### config.mk
export PLATFORM = sky130hd
export DESIGN_NAME = thermal_led_current_limit
export DESIGN_NICKNAME = d
export VERILOG_FILES = /design/src/thermal_pkg.sv /design/src/thermal_led_current_limit.sv
export VERILOG_INCLUDE_DIRS = /design/src
export SDC_FILE = /design/constraint.sdc
export NUM_CORES = 1
export LEC_CHECK = 0
export ABC_AREA = 1
export BUFFER_PORTS_ARGS = -buffer_cell sky130_fd_sc_hd__buf_2
export CORE_MARGIN = 2
export CORE_UTILIZATION = 50
export CTS_CLUSTER_DIAMETER = 50
export DETAILED_ROUTE_END_ITERATION = 12
export PLACE_DENSITY = 0.82
export SLEW_MARGIN = 20
export SYNTH_ARGS = -nofsm -noshare
export SYNTH_HDL_FRONTEND = slang
export SYNTH_SLANG_ARGS = --single-unit
### constraint.sdc
create_clock -name clk -period 6.7 [get_ports clk]
set_input_delay 0.67 -clock clk [delete_from_list [all_inputs] [get_ports clk]]
set_output_delay 0.67 -clock clk [all_outputs]
set_load 0.05 [all_outputs]
### src/thermal_params.svh
// constants for the thermal led current limit block
// What this block does
// - above the die temperature threshold picked by die_temp_limit_sel, pwm duty drops about 2.25 percent per degree.
// - in hybrid dimming the sink current is lowered along with pwm duty during die temperature reduction.
// - exceeding the low level sets ntc_low_flag and reduces led current.
// - the active low fault output goes low when ntc_low_flag sets.
// - both thermistor thresholds are checked only in normal operation.
// - ntc_high_level_sel uses the same encoding; exceeding it sets ntc_high_flag, turns leds off and pulls fault low.
// - with ntc_comp_enable at 0 no thermistor fault sets; a flag set earlier keeps acting until it clears.
// - a flag clears on reset or enable cycling, or on a clear command or select toggle once its condition is gone.
// - the fault output releases on reset, enable cycling, clear command or select toggle without waiting.
// - each thermistor detection must persist 10 us before its flag sets.
`ifndef THERMAL_PARAMS_SVH
`define THERMAL_PARAMS_SVH
`define CLK_FREQ_HZ      20000000
`define NTC_FILT_TIME_NS 10000
`define NTC_FILT_CYCLES  ((`NTC_FILT_TIME_NS * (`CLK_FREQ_HZ / 1000000) + 999) / 1000)
`define DUTY_STEP_CENTI  225
`define REG_CTRL         32'h00
`define REG_STATUS       32'h04
`define REG_MASK         32'h08
`define REG_TEMP         32'h0c
`define REG_CMD          32'h10
`define CTRL_COMP_EN     0
`define CTRL_HYBRID      1
`define CTRL_DIE_SEL     2
`define CTRL_LOW_SEL     4
`define CTRL_HIGH_SEL    8
`define CMD_CLEAR        0
`define CTRL_RESET       32'h0000_f401
`endif

### src/thermal_pkg.sv
// types for the thermal led current limit block
package thermal_pkg;
  typedef enum logic [2:0] {
    ST_STANDBY = 3'b001,
    ST_STARTUP = 3'b010,
    ST_NORMAL  = 3'b100
  } op_state_t;
endpackage : thermal_pkg
### src/thermal_led_current_limit.sv
// thermal led current limit with axi4-lite registers
//
// The AXI4-Lite interface to the registers and the register offsets were left to the implementer.
`timescale 1ns/1ps
`include "thermal_params.svh"
module thermal_led_current_limit #(
  parameter int FILT_CYCLES  = `NTC_FILT_CYCLES,
  parameter int STARTUP_CYC  = 16
) (
  input  wire logic        clk,
  input  wire logic        rst_n,
  input  wire logic        clk_en,
  input  wire logic        io_supply_enable,
  input  wire logic        serial_select_n,
  input  wire logic        ntc_above_low,
  input  wire logic        ntc_above_high,
  input  wire logic [7:0]  die_temp_c,
  input  wire logic [31:0] s_axi_awaddr,
  input  wire logic        s_axi_awvalid,
  output logic             s_axi_awready,
  input  wire logic [31:0] s_axi_wdata,
  input  wire logic [3:0]  s_axi_wstrb,
  input  wire logic        s_axi_wvalid,
  output logic             s_axi_wready,
  output logic [1:0]       s_axi_bresp,
  output logic             s_axi_bvalid,
  input  wire logic        s_axi_bready,
  input  wire logic [31:0] s_axi_araddr,
  input  wire logic        s_axi_arvalid,
  output logic             s_axi_arready,
  output logic [31:0]      s_axi_rdata,
  output logic [1:0]       s_axi_rresp,
  output logic             s_axi_rvalid,
  input  wire logic        s_axi_rready,
  output logic [15:0]      duty_scale_q,
  output logic [15:0]      current_scale_q,
  output logic             led_off_q,
  output logic             fault_n_q,
  output logic [3:0]       ntc_low_level_q,
  output logic [3:0]       ntc_high_level_q,
  output logic             irq_q
);
  if (FILT_CYCLES < 1 || FILT_CYCLES > 65535)
  begin : g_bad_filt
    $error("FILT_CYCLES out of range");
  end
  if (STARTUP_CYC < 1 || STARTUP_CYC > 65535)
  begin : g_bad_startup
    $error("STARTUP_CYC out of range");
  end

  // two-flop synchronisers for pins and comparators
  logic [3:0] sync1_q;
  logic [3:0] sync2_q;
  always_ff @(posedge clk or negedge rst_n)
  begin
    if (!rst_n)
    begin
      // select pin idles high; zero here would fake a toggle after reset
      sync1_q <= 4'h4;
      sync2_q <= 4'h4;
    end
    else if (clk_en)
    begin
      sync1_q <= {io_supply_enable, serial_select_n, ntc_above_high, ntc_above_low};
      sync2_q <= sync1_q;
    end
  end
  wire en_s   = sync2_q[3];
  wire sel_s  = sync2_q[2];
  wire high_s = sync2_q[1];
  wire low_s  = sync2_q[0];

  // registers
  logic [31:0] ctrl_q;
  logic [1:0]  status_q;
  logic [1:0]  mask_q;
  logic        sel_q;
  logic        en_q;
  wire comp_en = ctrl_q[`CTRL_COMP_EN];
  wire hybrid  = ctrl_q[`CTRL_HYBRID];
  wire [1:0] die_sel  = ctrl_q[`CTRL_DIE_SEL +: 2];
  wire [3:0] low_sel  = ctrl_q[`CTRL_LOW_SEL +: 4];
  wire [3:0] high_sel = ctrl_q[`CTRL_HIGH_SEL +: 4];

  // operating state: standby while disabled, timed start-up, then normal
  thermal_pkg::op_state_t st_q;
  logic [15:0] st_cnt_q;
  always_ff @(posedge clk or negedge rst_n)
  begin
    if (!rst_n)
    begin
      st_q     <= thermal_pkg::ST_STANDBY;
      st_cnt_q <= 16'h0000;
    end
    else if (clk_en)
    begin
      unique case (st_q)
        thermal_pkg::ST_STANDBY:
        begin
          st_cnt_q <= 16'h0000;
          if (en_s)
            st_q <= thermal_pkg::ST_STARTUP;
        end
        thermal_pkg::ST_STARTUP:
        begin
          st_cnt_q <= st_cnt_q + 16'h0001;
          if (!en_s)
            st_q <= thermal_pkg::ST_STANDBY;
          else if (st_cnt_q == 16'(STARTUP_CYC - 1))
            st_q <= thermal_pkg::ST_NORMAL;
        end
        thermal_pkg::ST_NORMAL:
          if (!en_s)
            st_q <= thermal_pkg::ST_STANDBY;
        default:
          st_q <= thermal_pkg::ST_STANDBY;
      endcase
    end
  end
  wire normal = (st_q == thermal_pkg::ST_NORMAL);

  // detection gated by mode and enable, filtered for a fixed time
  wire low_cond  = low_s && normal && comp_en;
  wire high_cond = high_s && normal && comp_en;
  logic [15:0] low_cnt_q;
  logic [15:0] high_cnt_q;
  wire low_hit  = low_cond && (low_cnt_q == 16'(FILT_CYCLES - 1));
  wire high_hit = high_cond && (high_cnt_q == 16'(FILT_CYCLES - 1));
  always_ff @(posedge clk or negedge rst_n)
  begin
    if (!rst_n)
    begin
      low_cnt_q  <= 16'h0000;
      high_cnt_q <= 16'h0000;
    end
    else if (clk_en)
    begin
      low_cnt_q  <= !low_cond ? 16'h0000 : (low_hit ? low_cnt_q : low_cnt_q + 16'h0001);
      high_cnt_q <= !high_cond ? 16'h0000 : (high_hit ? high_cnt_q : high_cnt_q + 16'h0001);
    end
  end

  // flag clearing; select toggle seen as a change on the synced pin
  wire en_fall   = en_q && !en_s;
  wire sel_tog   = sel_q != sel_s;
  // a write is taken at the edge where awready meets both valids still held
  wire aw_go     = s_axi_awvalid && s_axi_wvalid && !s_axi_awready && !s_axi_bvalid;
  wire aw_hs     = s_axi_awvalid && s_axi_wvalid && s_axi_awready;
  wire clr_cmd   = aw_hs && (s_axi_awaddr[7:0] == `REG_CMD) && s_axi_wstrb[0]
                   && s_axi_wdata[`CMD_CLEAR];
  wire host_clr  = clr_cmd || sel_tog;
  logic low_flag_q;
  logic high_flag_q;
  // flags hold while the condition lasts unless enable falls; a host clear acts only once it has gone
  wire low_flag_d  = en_fall ? 1'b0 : (low_hit || (low_flag_q && !(host_clr && !low_s)));
  wire high_flag_d = en_fall ? 1'b0 : (high_hit || (high_flag_q && !(host_clr && !high_s)));
  wire fault_set   = (low_hit && !low_flag_q) || (high_hit && !high_flag_q);
  // set wins over a host release in the same cycle
  wire fault_n_d   = fault_set ? 1'b0 : ((en_fall || host_clr) ? 1'b1 : fault_n_q);

  // die temperature threshold per select code, duty drop 2.25 %/C in 1/10000 units
  wire [7:0] die_thr = 8'd95 + {die_sel, 3'b000} + {1'b0, die_sel, 2'b00} - 8'h00;
  wire [7:0] over_c  = (die_temp_c > die_thr) ? die_temp_c - die_thr : 8'h00;
  wire [17:0] drop   = 18'(over_c) * 18'(`DUTY_STEP_CENTI);
  wire [15:0] lin_scale = (drop >= 18'd10000) ? 16'h0000 : 16'(18'd10000 - drop);
  wire [15:0] ntc_scale = high_flag_q ? 16'h0000 : (low_flag_q ? 16'd5000 : 16'd10000);
  wire [15:0] duty_d    = (lin_scale < ntc_scale) ? lin_scale : ntc_scale;
  wire [15:0] cur_d     = hybrid ? duty_d : ntc_scale;

  // axi4-lite: ready pulses a cycle after valid, the answer follows the handshake
  wire wr_ctrl = aw_hs && (s_axi_awaddr[7:0] == `REG_CTRL);
  wire wr_mask = aw_hs && (s_axi_awaddr[7:0] == `REG_MASK);
  wire ar_go   = s_axi_arvalid && !s_axi_arready && !s_axi_rvalid;
  wire ar_hs   = s_axi_arvalid && s_axi_arready;
  wire rd_stat = ar_hs && (s_axi_araddr[7:0] == `REG_STATUS);
  wire [7:0] ra = s_axi_araddr[7:0];
  wire [7:0] wa = s_axi_awaddr[7:0];
  wire w_ok = (wa == `REG_CTRL) || (wa == `REG_MASK) || (wa == `REG_CMD);
  wire r_ok = (ra == `REG_CTRL) || (ra == `REG_STATUS) || (ra == `REG_MASK) || (ra == `REG_TEMP)
              || (ra == `REG_CMD);
  wire [31:0] rmux = (ra == `REG_CTRL)   ? ctrl_q :
                     (ra == `REG_STATUS) ? {28'h0, high_flag_q, low_flag_q, status_q} :
                     (ra == `REG_MASK)   ? {30'h0, mask_q} :
                     (ra == `REG_TEMP)   ? {24'h0, die_temp_c} : 32'h0000_0000;
  wire [31:0] wmask = {{8{s_axi_wstrb[3]}}, {8{s_axi_wstrb[2]}}, {8{s_axi_wstrb[1]}},
                       {8{s_axi_wstrb[0]}}};
  // sticky events, cleared by reading status; a new event wins over the read
  wire [1:0] ev = {high_hit && !high_flag_q, low_hit && !low_flag_q};
  wire [1:0] status_d = ev | (rd_stat ? 2'b00 : status_q);

  always_ff @(posedge clk or negedge rst_n)
  begin
    if (!rst_n)
    begin
      ctrl_q <= `CTRL_RESET;
      mask_q <= 2'b00;
      status_q <= 2'b00;
    end
    else if (clk_en)
    begin
      if (wr_ctrl)
        ctrl_q <= (ctrl_q & ~wmask) | (s_axi_wdata & wmask & 32'h0000_0fff);
      if (wr_mask && s_axi_wstrb[0])
        mask_q <= s_axi_wdata[1:0];
      status_q <= status_d;
    end
  end

  always_ff @(posedge clk or negedge rst_n)
  begin
    if (!rst_n)
    begin
      s_axi_awready <= 1'b0;
      s_axi_wready  <= 1'b0;
      s_axi_bvalid  <= 1'b0;
      s_axi_bresp   <= 2'b00;
      s_axi_arready <= 1'b0;
      s_axi_rvalid  <= 1'b0;
      s_axi_rdata   <= 32'h0000_0000;
      s_axi_rresp   <= 2'b00;
    end
    else if (clk_en)
    begin
      s_axi_awready <= aw_go;
      s_axi_wready  <= aw_go;
      if (aw_hs)
      begin
        s_axi_bvalid <= 1'b1;
        s_axi_bresp  <= w_ok ? 2'b00 : 2'b10;
      end
      else if (s_axi_bready)
        s_axi_bvalid <= 1'b0;
      s_axi_arready <= ar_go;
      if (ar_hs)
      begin
        s_axi_rvalid <= 1'b1;
        s_axi_rdata  <= rmux;
        s_axi_rresp  <= r_ok ? 2'b00 : 2'b10;
      end
      else if (s_axi_rready)
        s_axi_rvalid <= 1'b0;
    end
  end

  // flags, fault pin and the scaled outputs
  always_ff @(posedge clk or negedge rst_n)
  begin
    if (!rst_n)
    begin
      sel_q <= 1'b1;
      en_q <= 1'b0;
      low_flag_q <= 1'b0;
      high_flag_q <= 1'b0;
      fault_n_q <= 1'b1;
      duty_scale_q <= 16'h0000;
      current_scale_q <= 16'h0000;
      led_off_q <= 1'b1;
      ntc_low_level_q <= 4'h0;
      ntc_high_level_q <= 4'h0;
      irq_q <= 1'b0;
    end
    else if (clk_en)
    begin
      sel_q <= sel_s;
      en_q <= en_s;
      low_flag_q <= low_flag_d;
      high_flag_q <= high_flag_d;
      fault_n_q <= fault_n_d;
      duty_scale_q <= duty_d;
      current_scale_q <= cur_d;
      led_off_q <= high_flag_d || !normal;
      ntc_low_level_q <= low_sel;
      ntc_high_level_q <= high_sel;
      irq_q <= |(status_d & mask_q);
    end
  end

  a_low_filter: assert property (@(posedge clk) disable iff (!rst_n)
    $rose(low_flag_q) && clk_en |-> $past(low_cond) && $past(low_cnt_q) == 16'(FILT_CYCLES - 1))
    else $error("low flag set without full filter time");
  a_high_filter: assert property (@(posedge clk) disable iff (!rst_n)
    $rose(high_flag_q) |-> $past(high_cond))
    else $error("high flag set without condition");
  a_normal_only: assert property (@(posedge clk) disable iff (!rst_n)
    clk_en && !normal |=> low_cnt_q == 16'h0000 && high_cnt_q == 16'h0000)
    else $error("filter ran outside normal state");
  a_comp_disable: assert property (@(posedge clk) disable iff (!rst_n)
    !comp_en && clk_en ##1 clk_en |-> !$rose(low_flag_q) && !$rose(high_flag_q))
    else $error("flag set while comparison disabled");
  a_fault_low: assert property (@(posedge clk) disable iff (!rst_n)
    clk_en && low_hit && !low_flag_q && !en_fall |=> !fault_n_q && low_flag_q)
    else $error("fault not pulled low on low flag");
  a_high_off: assert property (@(posedge clk) disable iff (!rst_n)
    high_flag_q |-> duty_scale_q == 16'h0000 || $past(!high_flag_q))
    else $error("outputs on with high flag");
  a_flag_hold: assert property (@(posedge clk) disable iff (!rst_n)
    clk_en && low_flag_q && low_s && !en_fall |=> low_flag_q)
    else $error("low flag cleared while condition present");
  a_fault_release: assert property (@(posedge clk) disable iff (!rst_n)
    clk_en && sel_tog && !fault_set |=> fault_n_q)
    else $error("fault not released on select toggle");
  a_hybrid_cur: assert property (@(posedge clk) disable iff (!rst_n)
    clk_en && hybrid |=> current_scale_q == $past(duty_d))
    else $error("hybrid current not following duty");
  a_aw_pulse: assert property (@(posedge clk) disable iff (!rst_n)
    clk_en && s_axi_awready |=> !s_axi_awready)
    else $error("write ready held past handshake");
  a_b_after_aw: assert property (@(posedge clk) disable iff (!rst_n)
    $rose(s_axi_bvalid) |-> $past(s_axi_awready))
    else $error("write response before address handshake");
  a_b_hold: assert property (@(posedge clk) disable iff (!rst_n)
    clk_en && s_axi_bvalid && !s_axi_bready |=> s_axi_bvalid)
    else $error("write response dropped before ready");
  a_ar_pulse: assert property (@(posedge clk) disable iff (!rst_n)
    clk_en && s_axi_arready |=> !s_axi_arready)
    else $error("read ready held past handshake");
  a_r_after_ar: assert property (@(posedge clk) disable iff (!rst_n)
    $rose(s_axi_rvalid) |-> $past(s_axi_arready))
    else $error("read data before address handshake");
  a_r_hold: assert property (@(posedge clk) disable iff (!rst_n)
    clk_en && s_axi_rvalid && !s_axi_rready |=> s_axi_rvalid && $stable(s_axi_rdata))
    else $error("read data changed before ready");
  a_irq_quiet: assert property (@(posedge clk) disable iff (!rst_n)
    status_q == 2'b00 |-> !irq_q)
    else $error("interrupt without status bit");
  a_high_led_off: assert property (@(posedge clk) disable iff (!rst_n)
    high_flag_q |-> led_off_q)
    else $error("leds on with high flag");
  a_low_current: assert property (@(posedge clk) disable iff (!rst_n)
    clk_en && low_flag_q |=> current_scale_q < 16'd5001)
    else $error("current not reduced with low flag");
  a_high_zero: assert property (@(posedge clk) disable iff (!rst_n)
    clk_en && high_flag_q |=> duty_scale_q == 16'h0000 && current_scale_q == 16'h0000)
    else $error("duty or current left on with high flag");
  a_duty_step: assert property (@(posedge clk) disable iff (!rst_n)
    clk_en && !low_flag_q && !high_flag_q && die_temp_c == die_thr + 8'd1
      |=> duty_scale_q == 16'd9775)
    else $error("duty step per degree wrong");
  a_die_cut: assert property (@(posedge clk) disable iff (!rst_n)
    clk_en && die_temp_c > die_thr |=> duty_scale_q < 16'd10000)
    else $error("duty not cut above die threshold");
  a_flag_clear: assert property (@(posedge clk) disable iff (!rst_n)
    clk_en && low_flag_q && host_clr && !low_s |=> !low_flag_q)
    else $error("low flag kept after clear with condition gone");
  a_en_release: assert property (@(posedge clk) disable iff (!rst_n)
    clk_en && en_fall && !fault_set |=> fault_n_q && !low_flag_q && !high_flag_q)
    else $error("enable cycling did not clear faults");
  a_status_sticky: assert property (@(posedge clk) disable iff (!rst_n)
    clk_en && status_q[0] && !rd_stat |=> status_q[0])
    else $error("status event lost without read");
  a_freeze_hold: assert property (@(posedge clk) disable iff (!rst_n)
    !clk_en |=> $stable(st_q) && $stable(fault_n_q) && $stable(duty_scale_q))
    else $error("state moved while clock enable low");
endmodule : thermal_led_current_limit

; Yosys cells after proc, flatten, opt, wreduce, memory -nomap -nowiden
; Index checks and enable logic that the tools add are counted.
[totals]
register_bits = 182
inputBits = 120
out_inout_bits = 84
word_cells = 162
[op_classes]
addsub = 7
n_mul = 1
n_lt_le_gt_ge = 3
n_eq_ne = 18
mux = 31
bitwise = 6
n_reduce_logical = 69
[op_table]
columns = op, n
row1 = 16-bit 2-to-1 mux, 7
row2 = 16-bit by 1-bit adder with 16-bit output (second input constant), 3
row3 = 32-bit AND, 1
row4 = 16-bit by 8-bit equality test with 1-bit output (second input constant), 2
row5 = 32-bit 2-to-1 mux, 1
row6 = 8-bit 2-to-1 mux, 4
row7 = 32-bit NOT, 1
row8 = 32-bit by 12-bit OR with 32-bit output, 1
row9 = 16-bit case mux with 2 select lines, 1
row10 = 14-bit 2-to-1 mux, 2
row11 = 1-bit logical AND, 27
row12 = 8-bit by 4-bit equality test with 1-bit output (second input constant), 3
row13 = 2-bit AND reduction, 10
row14 = 16-bit by 4-bit equality test with 1-bit output (second input constant), 1
row15 = 8-bit by 5-bit equality test with 1-bit output (second input constant), 2
row16 = 16-bit by 14-bit greater-or-equal comparator with 1-bit output (second input constant), 1
row17 = 8-bit logical NOT, 2
row18 = 16-bit by 14-bit less-than comparator with 1-bit output, 1
row19 = 8-bit by 8-bit multiplier with 16-bit output (second input constant), 1
row20 = 14-bit by 16-bit subtractor with 16-bit output (first input constant), 1
row21 = 12-bit AND, 1
row22 = 1-bit logical NOT, 12
row23 = 1-bit logical OR, 12
row24 = 3-bit 2-to-1 mux, 4
row25 = 19 further kinds, 34

; Logic depth before layout (Yosys ltp)
; Gate-level depths: netlist of the first run.
[depth]
ltp_word = 12
mapped_depth = 45
ltp_nobuf = 45

; Worst setup path after synthesis of the first run
; OpenSTA, ideal clock, no wires.
[synth_path]
kind = register to register
startpoint = reg with a tool-made name
endpoint = reg current_scale_q[6]
setup_time_ns = 0.076
arrival_time_ns = 6.315
required_ns = 6.624
path_slack_ns = 0.308
path_stages_with_launch = 41
path_buffers = 0
period_less_slack_ns = 6.392
cell_sequence = dfrtp_1 -> ha_1 -> xnor2_1 -> ha_1 -> a21oi_1 -> o21bai_1 -> inv_1 -> nor2_1 -> inv_1 -> a21oi_1 -> nor2_1 -> nand2_1 -> nand2_1 -> nor2_1 -> inv_1 -> fa_1 -> inv_1 -> ha_1 -> [5 not listed] -> a21oi_1 -> nand3b_1 -> nand2_1 -> nand2_1 -> nor2_1 -> nand3_2 -> nand2_4 -> inv_1 -> nor2_1 -> ha_1 -> a21o_1 -> a21oi_1 -> a21oi_1 -> nor2_4 -> nand2_8 -> nor2_8 -> nand3_1 -> o21ai_1
[synth_rtl]
columns = element, line_no
row1 = "end signal, assigned", thermal_led_current_limit.sv:271  ; current_scale_q <= cur_d;
row2 = "end, declared", thermal_led_current_limit.sv:36  ; output logic [15:0] current_scale_q,

==> run_results.csv, run 1 <==
group,metric,value,unit
run_status,outcome,"finished, violations left",
run_status,failed_checks,"setup timing",
place,buffer_ports.inserted,133,
synth,yosys.area_share.adder,8.79,%
route,antenna_violating_nets_post_route,0,
place,placedInstanceArea,11000,sq um
pwr,static-leakage-power,6.34,nW
cts,number_of_sinks_driven_by_the_clock_tree,180,
worst_setup_path,worst_setup_path_end_kind,"flop",
floorplanning,ios,204,
timing,relSlewSlack,33.5,%
synth,synth_edf_count,0,
synth,synth.cell_area,9880,sq um
synth,synth_xor_xnor_area_share,1.32,%
pwr,vdd_drop_max,0.199,mV
global_routing,grt_first_pass_wirelength,38700,microns
floorplanning,placeableCoreArea,19400,sq um
worst_setup_path,crit_path_top_delay_cell,"sky130_fd_sc_hd__fa_1",
place,gp_congestion,0.878,
finish,fin_nets,1555,
route,dr_total_vias,8910,
cts,clock_path_buffers,2,
synth,synth_compound_area_share,10.8,%
global_routing,grt_use_met3,5.26,%
finish,fin_cells,1647,
synth,postSynth.asyncResetShare,100,%
pwr,pwr_density_cell,287,nW/um^2
cts,clock_tree_from_tritoncts,"built",
cts,cts.htree.levels,4,
global_routing,gr-max-usage-layer,"met2",
synth,synth_top_flop_cell,"sky130_fd_sc_hd__dfrtp_1",
worst_setup_path,cp.required,7060,ps
floorplanning,chipHeight,145,microns
worst_setup_path,startpoint_type,"flop",
synth,synth.yosys.seq_area_share,45.7,%
timing,timing.final.ws_setup,-45.1,ps
worst_setup_path,category_of_the_most_critical_setup_path,"flop to flop",
route,detail_route.first_pass.iterations,5,
route,viasPerCell,5.41,
worst_setup_path,timing.critical_path.mode_cell,"sky130_fd_sc_hd__ha_4",
route,first_iter_violations,740,
timing,report.final.setup_viol,1,
synth,avgSynthCellArea,8.26,sq um
timing,worst-slew-pin-transition,997,ps
global_routing,grt_max_degree,74,
synth,synth_top_family_by_area,"simple AND/OR/NAND/NOR gates",
global_routing,global_route.usage.met1,30.8,%
worst_setup_path,critical_path.max_fanout,6,
global_routing,globalRoute.totalOverflow,0,
global_routing,grt_pass1_vias,8372,
cts,clkSlewWorstSetupHoldPaths,80,ps
finish,area_delta_synth_final,23.6,%
floorplanning,floorplan.die_area,20900,sq um
global_routing,groute.layer.met2.usage,38.5,%
timing,hold-worst-slack,240,ps
hold_path,hold_path_class,"input port to asynchronous set/reset pin",
route,drt-total-wl,26000,microns
global_routing,grt_use_total,23.2,%
cts,cts_hold_repair.buffers,0,
route,route.detailed.wl_per_inst,15.8,microns
timing,finalClockSkew,7.79,ps
cts,clock_latency,450,ps
timing,drv_slew,0,
floorplanning,standard_cell_row_count,51,
finish,final_design_area_no_fill,12200,sq um
cts,cts_root_buffer,"sky130_fd_sc_hd__clkbuf_16",
synth,ys_ff_latch,180,
synth,ys_warnings,0,
synth,yosys.area_share.simple,24.3,%
run,drv_cap,0,
place,placedCellCount,1599,
cts,cts_buffers,17,
timing,hold_violations,0,
worst_setup_path,worst-endpoint-arrival,7100,ps
timing,final_min_period_over_clock_period,101,%
finish,final_layout_size_suffix_gt1_share,24.3,%
timing,period_minus_slack,6750,ps
place,detailed_place_hpwl,17200,microns
floorplanning,initial_core_util,50.9,%
pwr,design_power_total,3.51,mW
synth,post_synth_mux_area_share,0.684,%
route,drc,0,
floorplanning,die-width,145,microns
timing,achievable-frequency,0.148,GHz
synth,syn-instance-count,1197,
worst_setup_path,cpPeakStageDelay,530,ps
synth,synth.lib_cells_used.distinct,56,
global_routing,antenna_found_initial,1,
==> cells by family (layout without fill, tap and decap cells) <==
kind of cell,after synthesis,after routing
simple gates,535,536
mux,6,6
compound gates,181,181
buf+inv,213,395
flops,180,180
other cells,1,3
fa+ha+maj,67,67
xor+xnor,14,14
==> state kept, by name, indices dropped and copies added (netlist names), 3 cells and up, named ones only <==
register / cells
sync1_q: 4
current_scale_q: 16
ntc_low_level_q: 4
low_cnt_q: 16
ntc_high_level_q: 4
st_cnt_q: 16
sync2_q: 4
s_axi_rdata: 32
ctrl_q: 20
high_cnt_q: 16
st_q: 3
duty_scale_q: 16
==> synthesized netlist by cell type (5+ instances only) <==
library cell               count  area share, %
sky130_fd_sc_hd__nand3_1      69            3.5
sky130_fd_sc_hd__nand2_4       5           0.57
sky130_fd_sc_hd__nand2_1     278             11
sky130_fd_sc_hd__a22o_1       21            1.9
sky130_fd_sc_hd__dfstp_2      12            3.2
sky130_fd_sc_hd__ha_1         63            8.0
sky130_fd_sc_hd__nor2_1      103            3.9
sky130_fd_sc_hd__o21ai_1       8           0.41
sky130_fd_sc_hd__mux2_2        6           0.68
sky130_fd_sc_hd__inv_1       184            7.0
sky130_fd_sc_hd__nand3_2       9           0.91
sky130_fd_sc_hd__o21ai_0      57            2.9
sky130_fd_sc_hd__clkbuf_1     14           0.53
sky130_fd_sc_hd__nor4_1        9           0.57
sky130_fd_sc_hd__xor2_1        9           0.80
sky130_fd_sc_hd__dfrtp_1     168             43
sky130_fd_sc_hd__a21oi_1      59            3.0
sky130_fd_sc_hd__nor3_1       22            1.1
sky130_fd_sc_hd__nand4_1      12           0.76
sky130_fd_sc_hd__a31oi_1      12           0.76
==> cell type report <==
| class | count | area [sq um] |
|---|---|---|
| antenna | 1 | 2.50 |
| clock buffer | 17 | 425 |
| clock inverter | 15 | 209 |
| fill | 1568 | 7180 |
| inverter | 190 | 726 |
| multi-input combinational | 806 | 5020 |
| sequential | 180 | 4520 |
| tap | 265 | 332 |
| timing repair buffer | 173 | 976 |
==> cell usage in the layout, fill, tap and decap left out, types with 4 or more instances in the layout <==
master                      netlist  layout
sky130_fd_sc_hd__a21oi_1         59      51
sky130_fd_sc_hd__a21oi_2          0       8
sky130_fd_sc_hd__a22o_1          21      21
sky130_fd_sc_hd__a31oi_1         12      12
sky130_fd_sc_hd__buf_2            0     132
sky130_fd_sc_hd__buf_4            3      39
sky130_fd_sc_hd__clkbuf_16        0      17
sky130_fd_sc_hd__clkinv_8         0       5
sky130_fd_sc_hd__dfrtp_1        168     167
sky130_fd_sc_hd__dfstp_2         12      12
sky130_fd_sc_hd__ha_1            63      40
sky130_fd_sc_hd__ha_4             0      22
sky130_fd_sc_hd__inv_1          184     178
sky130_fd_sc_hd__inv_12           0       4
sky130_fd_sc_hd__inv_2            4       7
sky130_fd_sc_hd__inv_8            0       4
sky130_fd_sc_hd__mux2_2           6       6
sky130_fd_sc_hd__nand2_1        278     266
sky130_fd_sc_hd__nand2_2          4      14
sky130_fd_sc_hd__nand2_4          5       7
sky130_fd_sc_hd__nand3_1         69      61
sky130_fd_sc_hd__nand3_2          9      14
sky130_fd_sc_hd__nand4_1         12      12
sky130_fd_sc_hd__nor2_1         103      94
sky130_fd_sc_hd__nor2_2           2      10
sky130_fd_sc_hd__nor3_1          22      22
sky130_fd_sc_hd__nor3_2           4       4
sky130_fd_sc_hd__nor3b_1          4       4
sky130_fd_sc_hd__nor4_1           9       9
sky130_fd_sc_hd__o21ai_0         57      57
sky130_fd_sc_hd__o21ai_1          8       7
sky130_fd_sc_hd__o22ai_1          4       4
sky130_fd_sc_hd__or2_2            4       4
sky130_fd_sc_hd__xnor2_1          4       4
sky130_fd_sc_hd__xor2_1           9       9
==> metal layers <==
metal | vias to the layer above | wire (microns)
met5 | - | 0
met4 | 0 | 699
met3 | 62 | 1780
met2 | 334 | 12600
met1 | 4277 | 10900
li1 | 4237 | -
==> where the power goes <==
group          leakage [nW]  total, mW  switching (mW)  internal, mW
registers              2.36       1.21          0.0469          1.16
clock network         0.306       1.06           0.540         0.522
logic                  3.68       1.24           0.787         0.448
total                  6.34       3.51            1.37          2.13
==> through the flow <==
step	utilization [%]	worst slack (ps)	TNS (ps)
finish	63.0	-45.1	-45.1
detailed placement	56.6	-37.0	-126
global placement	56.6	67.7	0
floorplan	-	308	0
global route	63.0	-296	-4020
CTS	60.0	2.60	0
==> worst max-delay path, delay by kind of cell (launching register included) <==
kind                     cells  cell delay (ps)
adder cells (fa/ha/maj)      8             2320
AND/OR/NAND/NOR             18             2060
AO/OA/AOI/OAI                8             1180
buffers and inverters        6              530
flip-flops                   1              430
XOR/XNOR                     1              120
==> repair_timing <==
item	in CTS	in global routing
pin swaps	1	29
setup buffers	3	11
resized for setup	5	80
endpoints found under the setup margin	17	28
gates cloned	1	0
==> worst paths after layout <==
path / end / slack (ps) / depth (start not counted)
min reg2reg: ctrl_q[15] / 460 / 2
min: duty_scale_q[13] / 240 / 1
min in group clk: sync1_q[2] / 430 / 3
max reg2reg: current_scale_q[0] / -50 / 41
max in group asynchronous: asynchronous set/reset pin / 5130 / 2
max: current_scale_q[0] / -50 / 41
Note: power is estimated with default switching activity, not from simulation.
==> run 2, diff against run 1 <==
--- a/config.mk
+++ b/config.mk
@@ -12,6 +12,7 @@
 export CORE_UTILIZATION = 50
 export CTS_CLUSTER_DIAMETER = 50
 export DETAILED_ROUTE_END_ITERATION = 12
+export GPL_TIMING_DRIVEN = 0
 export PLACE_DENSITY = 0.82
 export SLEW_MARGIN = 20
 export SYNTH_ARGS = -nofsm -noshare
==> run 2 against run 1 <==
The flow now finishes without violations. Fmax grew 0.74%. Sequential cell count is the same. Setup slack gained 49 ps. Largest cell class unchanged. Largest power group unchanged.
==> run_results.csv, run 2 (same netlist as run 1, synthesis figures left out) <==
group,metric,value,unit
global_routing,grt_first_pass_wirelength,41400,microns
worst_setup_path,category_of_the_most_critical_setup_path,"flop to flop",
route,drt-total-wl,27700,microns
pwr,pwr_density_cell,283,nW/um^2
timing,timing.final.ws_setup,4.35,ps
route,dr_wl_met3,1990,microns
route,viasPerCell,5.49,
global_routing,grt_max_degree,82,
global_routing,grt_pass1_vias,8590,
cts,cts_buffers,17,
worst_setup_path,crit_path_top_delay_cell,"sky130_fd_sc_hd__fa_1",
global_routing,grt_use_total,25.1,%
place,place_worst_setup_slack,-573,ps
timing,finalClockSkew,19.3,ps
worst_setup_path,startpoint_type,"flop",
pwr,design_power_total,3.57,mW
place,gp_congestion,0.897,
hold_path,hold_path_class,"input port to asynchronous set/reset pin",
worst_setup_path,r2r_setup_slack,4,ps
floorplanning,die-width,145,microns
route,maxUsedRoutingLayer,"met4",
pwr,vdd_drop_max,0.206,mV
floorplanning,ios,204,
floorplanning,standard_cell_row_count,51,
route,route.met2.wl,13800,microns
finish,layout_top_registers,"s_axi_rdata x32, ctrl_q x20",
route,detail_route.wirelength.met1,11100,microns
finish,layout.filler_cells,1457,
run_status,outcome,"finished, final reports clean",
route,detail_route.first_pass.iterations,5,
floorplanning,chipHeight,145,microns
timing,worst-slew-pin-transition,718,ps
finish,antennaDiodeCount,0,
worst_setup_path,cp.required,7060,ps
timing,period_minus_slack,6700,ps
timing,hold-worst-slack,112,ps
route,first_iter_violations,599,
floorplanning,initial_core_util,50.9,%
pwr,static-leakage-power,6.40,nW
cts,number_of_sinks_driven_by_the_clock_tree,180,
route,route.detailed.wl_per_inst,16.7,microns
finish,most-common-layout-cells,"sky130_fd_sc_hd__nand2_1, sky130_fd_sc_hd__inv_1, sky130_fd_sc_hd__dfrtp_1, sky130_fd_sc_hd__buf_2, sky130_fd_sc_hd__nor2_1",
worst_setup_path,timing.critical_path.mode_cell,"sky130_fd_sc_hd__ha_4",
finish,area_delta_synth_final,27.7,%
route,drc,0,
finish,layout.cells.most_common,"sky130_fd_sc_hd__nand2_1",
timing,report.final.setup_viol,0,
finish,fin_nets,1573,
cts,clock_tree_from_tritoncts,"built",
finish,largest_reg_flops,32,
timing,relSlewSlack,52.1,%
place,buffer_ports.inserted,133,
timing,unrepaired_setup_endpoints_after_global_routing,"yes",
place,detailed_place_hpwl,18200,microns
timing,hold_violations,0,
worst_setup_path,worst-endpoint-arrival,7060,ps
cts,cts.htree.levels,4,
worst_setup_path,worst_setup_path_end_kind,"flop",
cts,cts_root_buffer,"sky130_fd_sc_hd__clkbuf_16",
timing,final_min_period_over_clock_period,99.9,%
global_routing,antenna_found_initial,0,
cts,clkSlewWorstSetupHoldPaths,80,ps
finish,final_layout_size_suffix_gt1_share,26.2,%
worst_setup_path,critical_path.max_fanout,6,
cts,cts_hold_repair.buffers,0,
route,antenna_violating_nets_post_route,0,
worst_setup_path,cpPeakStageDelay,510,ps
finish,largest-register,"s_axi_rdata",
route,dr_total_vias,9137,
cts,clock_latency,440,ps
global_routing,globalRoute.totalOverflow,0,
cts,clock_path_buffers,2,
run,drv_cap,0,
timing,drv_slew,0,
timing,achievable-frequency,0.149,GHz
floorplanning,floorplan.die_area,20900,sq um
floorplanning,placeableCoreArea,19400,sq um
## run 2: layout make-up
type,count,area (sq um),area share [%]
timing repair buffer,169,997,7.90
tap,265,332,2.63
multi-input combinational,805,5300,42.0
clock inverter,15,210,1.67
inverter,190,727,5.76
sequential,180,4520,35.8
buffer,23,113,0.892
clock buffer,17,425,3.37
## run 2: where the power goes
part	switching [mW]	total (mW)	internal [mW]
sequential	0.0482	1.21	1.16
clock	0.528	1.05	0.523
combinational	0.834	1.30	0.469
total	1.41	3.57	2.16
## run 2: layer usage
metal,GRT usage [%],vias to the layer above
met2,41.4,364
met1,32.8,4427
met3,5.53,72
met5,0,-
li1,-,4274
met4,9.04,0
## run 2: worst paths after layout
path                                 startpoint                          to  depth (start not counted)
worst max-delay path                       flop          current_scale_q[1]                         42
worst min-delay path                      rst_n                 st_cnt_q[3]                          1
worst max register to register             flop          current_scale_q[1]                         42
worst min register to register       ctrl_q[12]                  ctrl_q[12]                          2
max in group asynchronous                 rst_n  asynchronous set/reset pin                          3
min in group clk                serial_select_n                  sync1_q[2]                          3
## run 2: per-stage QoR
step | util [%] | TNS [ps] | instances | cell area, sq um
detailed placement | 56.4 | -13000 | 1598 | 10900
global route | 65.1 | -6890 | 1664 | 12600
finish | 65.1 | 0 | 1664 | 12600
CTS | 61.7 | 0 | 1646 | 12000
floorplan | - | 0 | 1198 | 9890
global placement | 56.1 | -7980 | 1596 | 10900
## run 2: what timing repair did
action	in CTS	in global routing
gates resized for setup	43	90
endpoints found under the setup margin	28	28
buffers inserted	16	18
pin swaps	10	32
## run 2: critical path, delay by kind of cell (launching register included)
family | cells | cell delay (ps)
AO/OA/AOI/OAI | 7 | 940
flip-flops | 1 | 460
AND/OR/NAND/NOR | 20 | 2220
XOR/XNOR | 1 | 130
adder cells (fa/ha/maj) | 8 | 2280
buffers and inverters | 6 | 550
==> run 3, diff against run 2 <==
--- a/config.mk
+++ b/config.mk
@@ -8,6 +8,8 @@
 export LEC_CHECK = 0
 export ABC_AREA = 1
 export BUFFER_PORTS_ARGS = -buffer_cell sky130_fd_sc_hd__buf_2
+export CAP_MARGIN = 20
+export CORE_ASPECT_RATIO = 2
 export CORE_MARGIN = 2
 export CORE_UTILIZATION = 50
 export CTS_CLUSTER_DIAMETER = 50
==> run 3 against run 2 <==
Clock-buffer cell count is 2 higher. Non-clock buffer count shrank 3. Register-to-register slack hardly changed. Cell count down 0.48%. Fmax grew 0.22%. Total power grew 0.90%. Clock skew fell by 13 ps. Sequential power barely moved. Die area is 0.33% higher. Worst hold slack better by 94 ps. Utilization about the same. Setup slack better by 15 ps.
==> run_results.csv, run 3 (same netlist as run 1, synthesis figures left out) <==
group,metric,value,unit
cts,clock_tree_from_tritoncts,"built",
worst_setup_path,rr_worst_depth,43,
finish,area_delta_synth_final,27.5,%
worst_setup_path,crit_path_top_delay_cell,"sky130_fd_sc_hd__fa_1",
route,antenna_violating_nets_post_route,0,
route,route.detailed.wl_per_inst,17.6,microns
worst_setup_path,timing.critical_path.mode_cell,"sky130_fd_sc_hd__ha_4",
global_routing,globalRoute.totalOverflow,0,
worst_setup_path,cp.required,7070,ps
timing,final_min_period_over_clock_period,99.7,%
cts,clock_path_buffers,2,
pwr,static-leakage-power,6.39,nW
timing,achievable-frequency,0.150,GHz
floorplanning,chipHeight,203,microns
timing,report.final.setup_viol,0,
finish,final_layout_size_suffix_gt1_share,26.1,%
worst_setup_path,category_of_the_most_critical_setup_path,"flop to flop",
pwr,pwr_density_cell,286,nW/um^2
route,viasPerCell,5.57,
cts,clock_latency,440,ps
route,detail_route.first_pass.iterations,5,
route,dr_total_vias,9220,
timing,tns,0,ps
floorplanning,die-width,103,microns
pwr,vdd_drop_max,0.236,mV
global_routing,grt_first_pass_wirelength,42600,microns
timing,unrepaired_setup_endpoints_after_global_routing,"yes",
finish,most-common-layout-cells,"sky130_fd_sc_hd__nand2_1, sky130_fd_sc_hd__inv_1, sky130_fd_sc_hd__dfrtp_1, sky130_fd_sc_hd__buf_2, sky130_fd_sc_hd__nor2_1",
floorplanning,floorplan.die_area,21000,sq um
finish,fin_nets,1570,
floorplanning,initial_core_util,51.0,%
finish,largest-register,"s_axi_rdata",
worst_setup_path,cpPeakStageDelay,530,ps
worst_setup_path,timing.rr.end,"current_scale_q[6]",
worst_setup_path,worst-endpoint-arrival,7050,ps
place,detailed_place_hpwl,19700,microns
cts,cts_buffers,17,
worst_setup_path,critical_path_buffer_and_inverter_count,9,
floorplanning,ios,204,
timing,drv_slew,0,
run,drv_cap,0,
cts,clkSlewWorstSetupHoldPaths,70,ps
route,first_iter_violations,696,
cts,cts.htree.levels,4,
finish,largest_reg_flops,32,
worst_setup_path,worst_setup_path_end_kind,"flop",
run_status,outcome,"finished, final reports clean",
timing,period_minus_slack,6680,ps
worst_setup_path,startpoint_type,"flop",
pwr,design_power_total,3.60,mW
finish,layout.cells.most_common,"sky130_fd_sc_hd__nand2_1",
finish,layout_top_registers,"s_axi_rdata x32, ctrl_q x20",
place,gp_congestion,0.994,
timing,hold-worst-slack,206,ps
finish,layout.filler_cells,1478,
floorplanning,standard_cell_row_count,72,
worst_setup_path,critical_path.max_fanout,6,
global_routing,grt_pass1_vias,9050,
global_routing,grt_max_degree,99,
timing,hold_violations,0,
timing,finalClockSkew,6.40,ps
cts,cts_root_buffer,"sky130_fd_sc_hd__clkbuf_16",
timing,worst-slew-pin-transition,887,ps
global_routing,antenna_found_initial,1,
route,drt-total-wl,29200,microns
cts,number_of_sinks_driven_by_the_clock_tree,180,
place,buffer_ports.inserted,133,
route,drc,0,
global_routing,grt_use_total,26.3,%
hold_path,hold_path_class,"input port to asynchronous set/reset pin",
worst_setup_path,r2r_setup_slack,20,ps
timing,relSlewSlack,40.4,%
floorplanning,placeableCoreArea,19400,sq um
worst_setup_path,cpLargestDelayFamily,"adder cells",
-- run 3: worst register-to-register path: cells and delay by family, from the launching register on --
kind                       cells  cell delay, ps
AOI/OAI and AO/OA              7            1060
xor gates and xnor gates       1             160
adders and majority gates      8            2200
buffers and inverters          9             890
DFF                            1             410
and+or+nand+nor               18            1890
-- run 3: layout make-up --
type	count	area [sq um]	area share, %
diodes	1	2.50	0.0199
plain buffers	23	113	0.894
clock buffers	19	453	3.59
clock inverters	13	173	1.37
inverters	190	726	5.76
multi-input cells	805	5300	42.1
flip-flops and latches	180	4520	35.9
well taps	259	324	2.57
repair buffers	166	988	7.85
-- run 3: how the worst max path moves through the flow --
stage / endpoint / slack [ps] / depth (start not counted)
2_1_floorplan: current_scale_q[6] / 310 / 40
3_3_place_gp: current_scale_q[5] / -620 / 40
3_5_place_dp: current_scale_q[1] / -720 / 40
4_1_cts: current_scale_q[1] / 2 / 43
5_1_grt: current_scale_q[6] / -200 / 43
6_report: current_scale_q[6] / 20 / 43
-- run 3: stage by stage --
stage,std cells,area (sq um),utilization [%],setup WS (ps)
final,1656,12600,65.1,19.0
after detailed placement,1591,10900,56.4,-725
after CTS,1638,11900,61.6,1.77
after floorplan,1198,9890,-,308
after global placement,1590,10900,56.2,-621
after global routing,1656,12600,65.1,-202
-- run 3: power breakdown --
part / switching, mW / internal (mW) / total (mW)
sequential: 0.0528 / 1.16 / 1.22
clock: 0.456 / 0.613 / 1.07
combinational: 0.845 / 0.467 / 1.31
total: 1.35 / 2.25 / 3.60
-- run 3: what timing repair did --
action,CTS,global route
endpoints found under the setup margin,28,28
pin swaps,12,57
hold buffers,0,0
buffers inserted,15,17
resized for setup,39,94
-- run 3: metal layers --
metal / up-vias / GRT usage, % / share of wire [%]
met3: 133 / 3.24 / 5.2
met5: - / 0 / 0
met1: 4444 / 26.1 / 33
li1: 4247 / - / -
met4: 0 / 17.2 / 7.3
met2: 396 / 48.7 / 54
